[src/design/pss_pkg.sv]
// package for the parallel-in serial-out shifter: widths, reset values, carriers
// Notes on behaviour
// - eight stages shift first toward last
// - eight parallel inputs, used only while load low
// - outputs last stage true and inverted
// - two clocks NOR-combined, either high inhibits
// - one clock low lets other rising edges shift
// - parallel inputs ignored while load high
// - load falling copies parallel inputs regardless
// - load low, stages follow parallel inputs
// - enabled rising edge: serial in, predecessor shift
package pss_pkg;
  localparam int PSS_STAGES = 8;
  localparam logic [7:0] PSS_STAGE_RST = 8'h00;
  // combined clock starts out high, so a pin idling high gives no false edge
  localparam logic PSS_OR_RST = 1'h1;
  localparam int PSS_FIRST = 0;
  localparam int PSS_LAST = PSS_STAGES - 1;

  // pin-side control inputs travel together
  typedef struct packed {
    logic load_n;
    logic clk_a;
    logic clk_b;
    logic serial;
  } pss_ctrl_t;

  // load reads low after reset, both clock pins read as inhibited
  localparam pss_ctrl_t PSS_CTRL_RST = 4'h6;
endpackage

[src/design/pss_shifter.sv]
// eight-stage parallel-in serial-out shift register sampled on the system clock
`timescale 1ns/1ps
module pss_shifter
  import pss_pkg::*;
(
  // system
  input wire logic clock,
  input wire logic nrst,
  // pins from the controller
  input wire pss_ctrl_t ctrl,
  input wire logic [PSS_STAGES-1:0] par_in,
  // serial outputs
  output logic ser_out_q,
  output logic ser_out_n_q
);

  ////////////////////////////////////////////////////////////////////////////
  // two-flop synchronisers for all pins
  pss_ctrl_t ctrl_s1_q;
  pss_ctrl_t ctrl_s2_q;
  logic [PSS_STAGES-1:0] par_s1_q;
  logic [PSS_STAGES-1:0] par_s2_q;

  // control pins: load reads low until the pins arrive, clocks read as inhibited
  always_ff @(posedge clock or negedge nrst)
  begin
    if (!nrst)
    begin
      ctrl_s1_q <= PSS_CTRL_RST;
      ctrl_s2_q <= PSS_CTRL_RST;
    end
    else
    begin
      ctrl_s1_q <= ctrl;
      ctrl_s2_q <= ctrl_s1_q;
    end
  end

  // parallel data pins
  always_ff @(posedge clock or negedge nrst)
  begin
    if (!nrst)
    begin
      par_s1_q <= PSS_STAGE_RST;
      par_s2_q <= PSS_STAGE_RST;
    end
    else
    begin
      par_s1_q <= par_in;
      par_s2_q <= par_s1_q;
    end
  end

  // only the second flop of each synchroniser is read below
  pss_ctrl_t cs;
  assign cs = ctrl_s2_q;

  ////////////////////////////////////////////////////////////////////////////
  // gated clock: NOR of both clock pins; a falling NOR output shifts
  logic gclk;
  logic clk_or;
  logic clk_or_q;
  logic shift_en;

  // either pin high holds the NOR output low and blocks every shift
  assign gclk = ~(cs.clk_a | cs.clk_b);
  // a rising edge on the active pin is a falling edge on the NOR output
  assign clk_or = ~gclk;
  assign shift_en = cs.load_n && clk_or && !clk_or_q;

  // previous level of the combined clock, reset to the inhibited level
  always_ff @(posedge clock or negedge nrst)
  begin
    if (!nrst)
      clk_or_q <= PSS_OR_RST;
    else
      clk_or_q <= clk_or;
  end

  ////////////////////////////////////////////////////////////////////////////
  // stage chain
  logic [PSS_STAGES-1:0] stage_q;
  logic [PSS_STAGES-1:0] stage_d;
  logic [PSS_STAGES-1:0] shift_src;

  // per stage: load wins over shift, and with neither the stage holds
  for (genvar g = 0; g < PSS_STAGES; g++)
  begin : g_stage
    if (g == PSS_FIRST)
    begin : g_head
      // the first stage takes the serial pin
      assign shift_src[g] = cs.serial;
    end
    else
    begin : g_link
      // every later stage takes its predecessor
      assign shift_src[g] = stage_q[g-1];

      chk_stage_link: assert property (@(posedge clock) disable iff (!nrst)
        shift_en |=> stage_q[g] == $past(stage_q[g-1]))
        else $error("stage did not take its predecessor");
    end

    assign stage_d[g] = !cs.load_n ? par_s2_q[g] : (shift_en ? shift_src[g] : stage_q[g]);

    chk_stage_load: assert property (@(posedge clock) disable iff (!nrst)
      !cs.load_n |=> stage_q[g] == $past(par_s2_q[g]))
      else $error("stage did not follow its parallel input");
  end

  always_ff @(posedge clock or negedge nrst)
  begin
    if (!nrst)
      stage_q <= PSS_STAGE_RST;
    else
      stage_q <= stage_d;
  end

  // outputs track the last stage's next value so they change with it
  always_ff @(posedge clock or negedge nrst)
  begin
    if (!nrst)
    begin
      ser_out_q <= PSS_STAGE_RST[PSS_LAST];
      ser_out_n_q <= ~PSS_STAGE_RST[PSS_LAST];
    end
    else
    begin
      ser_out_q <= stage_d[PSS_LAST];
      ser_out_n_q <= ~stage_d[PSS_LAST];
    end
  end

  ////////////////////////////////////////////////////////////////////////////
  // checks on the serial outputs
  chk_out_compl: assert property (@(posedge clock) disable iff (!nrst)
    ser_out_n_q == ~ser_out_q) else $error("inverted output not complement");

  chk_out_last: assert property (@(posedge clock) disable iff (!nrst)
    ser_out_q == stage_q[PSS_LAST]) else $error("output does not follow last stage");

  chk_out_shift: assert property (@(posedge clock) disable iff (!nrst)
    shift_en |=> ser_out_q == $past(stage_q[PSS_LAST-1]))
    else $error("output did not move with the shift");

  chk_out_n_shift: assert property (@(posedge clock) disable iff (!nrst)
    shift_en |=> ser_out_n_q == !$past(stage_q[PSS_LAST-1]))
    else $error("inverted output did not move with the shift");

  chk_out_load: assert property (@(posedge clock) disable iff (!nrst)
    !cs.load_n |=> ser_out_n_q == !$past(par_s2_q[PSS_LAST]))
    else $error("inverted output did not follow a load");

  chk_out_hold: assert property (@(posedge clock) disable iff (!nrst)
    cs.load_n && !shift_en |=> $stable(ser_out_q))
    else $error("output changed without load or shift");

  ////////////////////////////////////////////////////////////////////////////
  // checks on loading and shifting

  chk_load_follow: assert property (@(posedge clock) disable iff (!nrst)
    !cs.load_n |=> stage_q == $past(par_s2_q)) else $error("stages not loaded");

  chk_shift_step: assert property (@(posedge clock) disable iff (!nrst)
    shift_en |=> stage_q == {$past(stage_q[PSS_LAST-1:0]), $past(cs.serial)})
    else $error("shift step wrong");

  chk_hold_idle: assert property (@(posedge clock) disable iff (!nrst)
    cs.load_n && !shift_en |=> $stable(stage_q)) else $error("stages changed without edge");

  chk_inhibit_b: assert property (@(posedge clock) disable iff (!nrst)
    cs.load_n && cs.clk_b && $past(cs.clk_b) |=> $stable(stage_q))
    else $error("shift while second clock pin held high");

  chk_inhibit_a: assert property (@(posedge clock) disable iff (!nrst)
    cs.load_n && cs.clk_a && $past(cs.clk_a) |=> $stable(stage_q))
    else $error("shift while first clock pin held high");

  chk_par_ignored: assert property (@(posedge clock) disable iff (!nrst)
    cs.load_n && !shift_en && $changed(par_s2_q) |=> $stable(stage_q))
    else $error("parallel inputs used while load high");

  chk_load_fall: assert property (@(posedge clock) disable iff (!nrst)
    $fell(cs.load_n) && shift_en == 1'b0 |=> stage_q == $past(par_s2_q))
    else $error("load edge did not copy inputs");

  ////////////////////////////////////////////////////////////////////////////
  // checks on the clock gate

  chk_enable_a: assert property (@(posedge clock) disable iff (!nrst)
    cs.load_n && !cs.clk_b && !$past(cs.clk_b) && $rose(cs.clk_a) |=> stage_q[PSS_FIRST] == $past(cs.serial))
    else $error("rising first clock pin did not shift");

  chk_enable_b: assert property (@(posedge clock) disable iff (!nrst)
    cs.load_n && !cs.clk_a && !$past(cs.clk_a) && $rose(cs.clk_b) |=> stage_q[PSS_FIRST] == $past(cs.serial))
    else $error("rising second clock pin did not shift");

  chk_single_shift: assert property (@(posedge clock) disable iff (!nrst)
    shift_en |=> !shift_en)
    else $error("more than one shift for one clock edge");

  chk_fall_hold: assert property (@(posedge clock) disable iff (!nrst)
    cs.load_n && $fell(clk_or) |=> $stable(stage_q))
    else $error("falling clock pin shifted");

  chk_hold_low: assert property (@(posedge clock) disable iff (!nrst)
    cs.load_n && !cs.clk_a && !cs.clk_b |=> $stable(stage_q))
    else $error("stages changed with both clock pins low");

  chk_hold_serial: assert property (@(posedge clock) disable iff (!nrst)
    cs.load_n && !shift_en && $changed(cs.serial) |=> $stable(stage_q))
    else $error("serial pin used without a clock edge");

  chk_load_wins: assert property (@(posedge clock) disable iff (!nrst)
    !cs.load_n && clk_or && !clk_or_q |=> stage_q == $past(par_s2_q))
    else $error("clock edge overrode a load");

  chk_load_serial: assert property (@(posedge clock) disable iff (!nrst)
    !cs.load_n && $changed(cs.serial) |=> stage_q == $past(par_s2_q))
    else $error("serial pin disturbed a load");

endmodule

[config.mk]
export PLATFORM = sky130hd
export DESIGN_NAME = pss_shifter
export DESIGN_NICKNAME = d
export VERILOG_FILES = /design/src/design/pss_pkg.sv /design/src/design/pss_shifter.sv
export SDC_FILE = /design/constraint.sdc
export NUM_CORES = 1
export LEC_CHECK = 0
export ABC_AREA = 1
export BUFFER_PORTS_ARGS = -buffer_cell sky130_fd_sc_hd__buf_2
export CAP_MARGIN = 20
export CORE_MARGIN = 1
export CORE_UTILIZATION = 58
export DETAILED_ROUTE_END_ITERATION = 7
export GPL_ROUTABILITY_DRIVEN = 0
export GPL_TIMING_DRIVEN = 0
export PLACE_DENSITY_LB_ADDON = 0.1
export SYNTH_ARGS = -nofsm -noshare
export SYNTH_HDL_FRONTEND = slang
export SYNTH_SLANG_ARGS = --single-unit
[constraint.sdc]
create_clock -name clock -period 1.5 [get_ports clock]
set_input_delay 0.15 -clock clock [delete_from_list [all_inputs] [get_ports clock]]
set_output_delay 0.15 -clock clock [all_outputs]
set_load 0.05 [all_outputs]
==> impl_results.md, run 1 <==
- Util after Layout: 81.0%
- Final Hold Fails: 0
- Total GRT Usage: approximately 20%
- Fin Setup TNS: 0 ps
- Sequential share of the synthesized area: between 70% and 80%
- Synthesized area: about 0.0011 mm2
- Synth Area in Compound Gates: about 1.6%
- DRC: 0
- Yosys reg bits: 34
- Element type at the critical path start: flip-flop
- Core Area: about 0.0018 mm2
- DR WL/cell: between 10 and 15 um
- Final Power: between 1.5 and 2 mW
- Reg clk slew, reported paths: around 90 ps
- Placed cell areas: between 0.001 and 0.0015 mm2
- Post-CTS setup buffers: 0
- Die Area: about 0.0022 mm2
- Worst Tran Pin Value: between 700 and 800 ps
- Largest net degree at the start of global routing: 35
- Crit path max fanout: 1
- Total number of yosys warnings: 0
- Hold WC Path Type: flip-flop to flip-flop
- First-pass DRT Iterations: 4
- Layout area overhead: 25.7%
- TritonCTS Sinks: 34
- 1st-iter DRT viols: 12
- Reg2reg setup slack: between 400 and 500 ps
- Vias per inst: 4.72
- Arr. time, crit path: about 1100 ps
- Crit-path cells: buf_2
- Post-Syn Nets: approximately 110
- Pre-CTS setup slack: 446 ps
- Fin cells: 155
- Die Wd: ~47 um
- Hold slack: approximately 350 ps
- CTS tree: yes
- FP Rows: 15
- Relative slew margins: between 50% and 60%
- DR vias: 731
- Vias in the first global route: 661
- Status: complete, no violations
- I/O Pins: 16
- Most frequent cells in the layout: 38 x nand2_1, 28 x dfrtp_1, 15 x buf_2, 13 x dlygate4sd3_1, 10 x nand3_1
- Netlist cell types: 12
- Final min period: 1250 ps
- Syn_area_per_cell: 12.2 um2
- Antenna violations before repair: 0
- Mapped Cells: 94
- Worst Path Required: 1350 ps
- Die Ht: between 40 and 50 um
- LEAKAGE: a little over 0.7 nW
- ANT nets after route: 0
- Max-Cap Viols: 0
- Max Clock Skew: between 10 and 15 ps
- Final WS setup: between 200 and 300 ps
- Critical Path End Type: output pin
- First-pass GRT wire length: between 2 and 3 mm
- Initial Util: about 64%
- Adder-Cell Fraction of Synth Area: 0%
- Number of max-slew violations in the final report: 0
- Clock latency at the later pin of the worst-skew pair: around 330 ps
- Drt total wl: 1.69 mm
- Total CTS buffers: 5
- Nets@finish: roughly 140
- Bufs and invs on worst path: 1
- Critical path's top delay family: flip-flops
- Max Fclk: about 800 MHz
- Ant diodes: 0
- Power Density: ~1200 mW/mm2
- Worst setup path class: flip-flop to output pin
- Final Cycle Share: between 80% and 90%
- Port bufs: 15
- Commonest non-fill, non-tap cell in the layout: nand2_1
- Unrepaired setup endpoints after global routing: no
- Clock Path Buffers: 2
- Layout cells sized above 1: approximately a quarter
- Simple-gate share of the synthesized area: between 10% and 20%
- Post-route cell area: 0.00144 mm2
- Share of synthesized area spent on multiplexers: 0%
- Max stage delay on crit path: 520 ps
- Synth Area in XOR/XNOR: 0%
- CTS root buf: clkbuf_4
- CTS H-tree depth: 2
- Max VDD drop: about 0.00096 V
- Placed Instances: between 100 and 150
- Largest family of logic cells by synthesized area: simple AND/OR/NAND/NOR gates
- Critical-path top delay cell: dfstp_2
- Count of final setup violators: 0
- Placed wire-length estimate: ~1000 um
- GRT overflow: 0
[where the power goes]
part           switching, mW  internal, mW
clock                  0.272         0.231
sequential            0.0283         0.989
combinational          0.101        0.0764
[layer usage]
layer,global-route usage [%],share of wire [%],vias up
met4,10.6,2.1,0
met2,30.6,48,23
li1,-,-,359
met1,24.4,44,343
met5,0,0,-
met3,9.80,6.0,6
[final cells by class]
class | count | area, um2
Sequential cell | 34 | 858
Timing Repair Buffer | 28 | 205
Fill cell | 104 | 339
Multi-Input combinational cell | 54 | 248
Clock buffer | 8 | 58.8
Tap cell | 25 | 31.3
Buffer | 2 | 22.5
Inverter | 4 | 20.0
[synthesized netlist by cell type]
| master | number | share of area [%] |
|---|---|---|
| nand2_1 | 38 | 12 |
| dfrtp_1 | 28 | 61 |
| nand3_1 | 10 | 4.4 |
| dfstp_2 | 6 | 14 |
| inv_1 | 3 | 0.98 |
| buf_6 | 2 | 2.0 |
| nor2_1 | 2 | 0.65 |
| inv_6 | 1 | 0.76 |
| nand2_4 | 1 | 0.98 |
| nor2_2 | 1 | 0.55 |
| nor2_4 | 1 | 0.98 |
| o21bai_4 | 1 | 1.6 |
[logic make-up (layout without fill, tap and decap cells)]
logic type	count (synthesis)	in the layout
simple gates	53	53
flops	34	34
buf+inv	6	42
compound gates	1	1
[worst paths after layout]
path | to | from | cells after the start
setup / recovery | ser_out_n_q | ser_out_n_q | 1
min in group asynchronous | stage_q[1] | nrst | 2
hold / removal | cs[1] | ctrl_s1_q[1] | 0
hold reg to reg | cs[1] | ctrl_s1_q[1] | 0
max in group asynchronous | ctrl_s1_q[3] | nrst | 2
setup reg to reg | flip-flop | cs[1] | 5
[sequential cells by signal (all words and copies together), names as in the netlist, named ones only]
name,flops
ctrl_s1_q,4
par_s1_q,8
ser_out_n_q,1
cs,4
par_s2_q,8
clk_or_q,1
stage_q,7
[timing repair]
| item | CTS | global route |
|---|---|---|
| resized for setup | 0 | 0 |
| hold buffers | 13 | 0 |
| hold endpoints to repair | 40 | 0 |
(Power assumes the default switching activity.)
==> run 2: changes to the inputs <==
--- a/config.mk
+++ b/config.mk
@@ -9,7 +9,7 @@
 export BUFFER_PORTS_ARGS = -buffer_cell sky130_fd_sc_hd__buf_2
 export CAP_MARGIN = 20
 export CORE_MARGIN = 1
-export CORE_UTILIZATION = 58
+export CORE_UTILIZATION = 48
 export DETAILED_ROUTE_END_ITERATION = 7
 export GPL_ROUTABILITY_DRIVEN = 0
 export GPL_TIMING_DRIVEN = 0
==> constraint.sdc (replaced) <==
create_clock -name clock -period 1.1 [get_ports clock]
set_input_delay 0.11 -clock clock [delete_from_list [all_inputs] [get_ports clock]]
set_output_delay 0.11 -clock clock [all_outputs]
set_load 0.05 [all_outputs]
==> impl_results.md, run 2 (synthesis gave the netlist of run 1 again) <==
- Status: finished with violations
- Failing checks: setup timing
- Final Hold Fails: 0
- Max-Cap Viols: 0
- Commonest non-fill, non-tap cell in the layout: nand2_1
- Reg2reg setup slack: 70 ps
- Layout cells sized above 1: around 30%
- Crit path max fanout: 1
- DR WL/cell: between 10 and 15 um
- Total GRT Usage: between 10% and 20%
- Clock Path Buffers: 2
- CTS tree: yes
- Fin cells: about 160
- Critical path depth: 1
- First-pass GRT wire length: around 2.9 mm
- Max Fclk: about 880 MHz
- Core Area: 0.00223 mm2
- Placed wire-length estimate: ~990 um
- Pre-CTS setup slack: about 27 ps
- Worst Path Required: roughly 990 ps
- CTS H-tree depth: 2
- Die Ht: approximately 50 um
- Worst r2r src: cs[2]
- Hold WC Path Type: primary input to async pin
- 1st-iter DRT viols: 17
- TritonCTS Sinks: 34
- Worst setup path class: flip-flop to output pin
- I/O Pins: 16
- Vias in the first global route: 656
- Die Wd: 50.9 um
- Placed Instances: approximately 140
- Layout area overhead: 29.2%
- Critical-path top delay cell: dfstp_2
- Power Density: approximately 1700 mW/mm2
- Most frequent cells in the layout: 37 x nand2_1, 28 x dfrtp_1, 13 x dlygate4sd3_1, 13 x buf_2, 10 x nand3_1
- GRT overflow: 0
- Final WS setup: -32.5 ps
- Bufs and invs on worst path: 1
- Post-route cell area: approximately 0.0015 mm2
- Clock latency at the later pin of the worst-skew pair: 330 ps
- Initial Util: approximately half
- Worst Tran Pin Value: between 700 and 800 ps
- Largest net degree at the start of global routing: 35
- Max VDD drop: roughly 0.0015 V
- Post-CTS setup buffers: 0
- Worst-case reg-to-reg path depth: 5
- Reg clk slew, reported paths: 100 ps
- Port bufs: 15
- Critical Path End Type: output pin
- LEAKAGE: between 0.7 and 0.8 nW
- Max Clock Skew: roughly 12 ps
- Element type at the critical path start: flip-flop
- Final min period: 1130 ps
- Nets@finish: 143
- Antenna violations before repair: 0
- DR vias: 714
- ANT nets after route: 0
- Ant diodes: 0
- Number of max-slew violations in the final report: 0
- CTS root buf: clkbuf_4
- Final Power: roughly 2.5 mW
- Relative slew margins: a little over half
- Unrepaired setup endpoints after global routing: yes
- Drt total wl: 1.66 mm
- Top Registers: par_s1_q (8), par_s2_q (8), stage_q (7)
- Vias per inst: ~4.5
- Critical path's top delay family: flip-flops
- Total CTS buffers: 5
- Max stage delay on crit path: ~550 ps
- Crit-path cells: buf_8
- DRC: 0
- FP Rows: 17
- Layout fillers: approximately 170
- First-pass DRT Iterations: 4
- Util after Layout: around two thirds
- Final Cycle Share: 103%
- Placed cell areas: 0.00126 mm2
- Arr. time, crit path: just over 1000 ps
- Count of final setup violators: 1
- Die Area: between 0.002 and 0.003 mm2
run 2: cell count changes in the layout (fill, tap and decap cells not counted), sizes merged:
cell / previous run / this run
bufinv: 0 / 1
clkbuf: 8 / 5
clkinv: 0 / 2
run 2: cell type report:
class	instances	area (um2)	area share, %
flip-flops and latches	34	858	57.8
repair buffers	28	218	14.7
inverters	4	20.0	1.35
clock buffers	5	37.5	2.53
plain buffers	2	22.5	1.52
clock inverters	3	40.0	2.70
well taps	28	35.0	2.36
multi-input cells	54	253	17.0
run 2: how the worst max path moves through the flow:
| stage | startpoint | to | slack (ps) |
|---|---|---|---|
| 4_1_cts | ser_out_n_q | ser_out_n_q | -60 |
| 2_1_floorplan | cs[2] | flip-flop | 100 |
| 5_1_grt | ser_out_n_q | ser_out_n_q | -70 |
| 6_report | ser_out_n_q | ser_out_n_q | -30 |
| 3_3_place_gp | cs[2] | flip-flop | 60 |
| 3_5_place_dp | cs[2] | flip-flop | 30 |
run 2: layer usage:
| metal | wire, um | GRT usage, % | vias up |
|---|---|---|---|
| li1 | - | - | 362 |
| met1 | 780 | 19.4 | 330 |
| met2 | 781 | 24.1 | 17 |
| met3 | 63 | 6.25 | 5 |
| met4 | 31 | 12.5 | 0 |
| met5 | 0 | 0 | - |
run 2: timing repair:
| action | 4_1_cts | 5_1_grt |
|---|---|---|
| resized for setup | 4 | 2 |
| endpoints found under the hold margin | 40 | 0 |
| endpoints found under the setup margin | 2 | 9 |
| hold buffers | 13 | 0 |
| pin swaps | 0 | 4 |
run 2: stage by stage:
step	hold WS [ps]	setup TNS [ps]
2_1_floorplan	-186	0
3_3_place_gp	200	0
3_5_place_dp	204	0
4_1_cts	357	-61.5
5_1_grt	364	-117
6_report	352	-32.5
run 2: report_power, final:
group / switching (mW) / leakage, nW / internal [mW] / total [mW]
sequential: 0.0418 / 0.395 / 1.35 / 1.39
clock: 0.399 / 0.0450 / 0.471 / 0.869
combinational: 0.136 / 0.304 / 0.115 / 0.251
total: 0.577 / 0.744 / 1.93 / 2.51
==> run 3: changes to the inputs <==
--- a/config.mk
+++ b/config.mk
@@ -14,6 +14,7 @@
 export GPL_ROUTABILITY_DRIVEN = 0
 export GPL_TIMING_DRIVEN = 0
 export PLACE_DENSITY_LB_ADDON = 0.1
+export SKIP_CTS_REPAIR_TIMING = 1
 export SYNTH_ARGS = -nofsm -noshare
 export SYNTH_HDL_FRONTEND = slang
 export SYNTH_SLANG_ARGS = --single-unit
==> impl_results.md, run 3 (synthesis gave the netlist of run 1 again) <==
- Final Cycle Share: 103%
- Port bufs: 15
- Final min period: 1130 ps
- Reg power frac: 55.4%
- Fin Setup TNS: -30.4 ps
- Final Power: 2.51 mW
- P_sw: about 0.58 mW
- Initial Util: 51.4%
- Hold slack: ~350 ps
- Drt total wl: roughly 1.7 mm
- Critical path's top delay family: flip-flops
- Largest net degree at the start of global routing: 35
- TritonCTS Sinks: 34
- Unrepaired setup endpoints after global routing: yes
- Hold WC Path Type: primary input to async pin
- DR WL/cell: 10.8 um
- Final WS setup: -30.4 ps
- LEAKAGE: 0.744 nW
- Element type at the critical path start: flip-flop
- Combinational fraction of design power: between 10% and 20%
- Max-Cap Viols: 0
- 1st-iter DRT viols: 22
- Arr. time, crit path: 1020 ps
- Status: finished with violations
- First-pass DRT Iterations: 4
- Number of max-slew violations in the final report: 0
- Die Ht: between 50 and 60 um
- Relative slew margins: between 50% and 60%
- Bufs and invs on worst path: 1
- Max stage delay on crit path: about 550 ps
- I/O Pins: 16
- Worst Tran Pin Value: about 700 ps
- Placed cell areas: roughly 0.0013 mm2
- Vias per inst: about 4.5
- Critical Path End Type: output pin
- Failing checks: setup timing
- DRC: 0
- Internal power: 1.93 mW
- Worst-case reg-to-reg path depth: 4
- CTS tree: yes
- Worst reg2reg path endpoint: stage_q[4]
- Max Clock Skew: between 10 and 15 ps
- Layout cells sized above 1: roughly 30%
- Crit path max fanout: 1
- ANT nets after route: 0
- Reg clk slew, reported paths: 100 ps
- Pre-CTS setup slack: approximately 27 ps
- GRT overflow: 0
- Crit-path cells: buf_8
- Clock latency at the later pin of the worst-skew pair: 330 ps
- Final Hold Fails: 0
- Count of final setup violators: 1
- Post-route cell area: about 0.0015 mm2
- FP Rows: 17
- Nets@finish: 143
- Worst setup path class: flip-flop to output pin
- CTS H-tree depth: 2
- Sw Ratio: between 20% and 30%
- Critical-path top delay cell: dfstp_2
- Total CTS buffers: 5
- Die Wd: 50.9 um
- First-pass GRT wire length: around 2.6 mm
- Max VDD drop: ~0.0015 V
- Antenna violations before repair: 0
- Layout area overhead: 29.2%
- Core Area: between 0.002 and 0.0025 mm2
- Worst r2r src: cs[2]
- Worst Path Required: 990 ps
- Ant diodes: 0
- DR vias: 715
- Most frequent cells in the layout: 37 x nand2_1, 28 x dfrtp_1, 13 x dlygate4sd3_1, 13 x buf_2, 10 x nand3_1
- Clock Path Buffers: 2
- CTS root buf: clkbuf_4
- Vias in the first global route: ~590
- Die Area: between 0.002 and 0.003 mm2
- Max Fclk: 885 MHz
- Placed wire-length estimate: approximately 990 um
- Top Registers: par_s1_q (8), par_s2_q (8), stage_q (7)
- Commonest non-fill, non-tap cell in the layout: nand2_1
- Total GRT Usage: between 15 and 20%
- Reg2reg setup slack: ~60 ps
- Power share of the clock group: between 30% and 40%
- Power Density: ~1700 mW/mm2
run 3: cell counts in the layout (fill, tap and decap cells not counted):
Identical to the previous run, type by type.
run 3: routing by layer:
metal / vias up / track usage, % / wire length, um
li1: 361 / - / -
met1: 330 / 19.0 / 764
met2: 19 / 20.8 / 831
met3: 5 / 6.25 / 73
met4: 0 / 12.5 / 31
met5: - / 0 / 0
run 3: worst register-to-register path: stages, from the launching register on:
cell and delay, ps:
dfstp_2 550, nor2_2 50, o21bai_4 230, nand2_1 80
nand2_1 80
run 3: worst max path at each step:
stage | from | end | slack [ps] | cells after the start
floorplan | cs[2] | flip-flop | 100 | 5
global placement | cs[2] | flip-flop | 60 | 5
detailed placement | cs[2] | flip-flop | 30 | 5
CTS | ser_out_n_q | ser_out_n_q | -150 | 1
global route | ser_out_n_q | ser_out_n_q | -70 | 1
finish | ser_out_n_q | ser_out_n_q | -30 | 1
run 3: layout make-up:
class	instances	area (um2)
well taps	28	35.0
clock inverters	3	40.0
fillers	174	749
multi-input cells	54	253
clock buffers	5	37.5
plain buffers	2	22.5
flip-flops and latches	34	858
inverters	4	20.0
repair buffers	28	218
run 3: power by group through the flow:
stage / logic [mW] / registers, mW / clock network, mW
5_1_grt: 0.284 / 1.40 / 0.941
2_1_floorplan: 0.108 / 1.43 / 0
3_3_place_gp: 0.202 / 1.41 / 0
4_1_cts: 0.209 / 1.39 / 0.908
3_5_place_dp: 0.209 / 1.41 / 0
6_report: 0.253 / 1.39 / 0.869
run 3: metrics by stage:
stage,std cells,util [%]
after floorplan,94,-
after global placement,137,56.4
after detailed placement,137,56.4
after CTS,145,59.8
after global routing,158,66.4
final,158,66.4
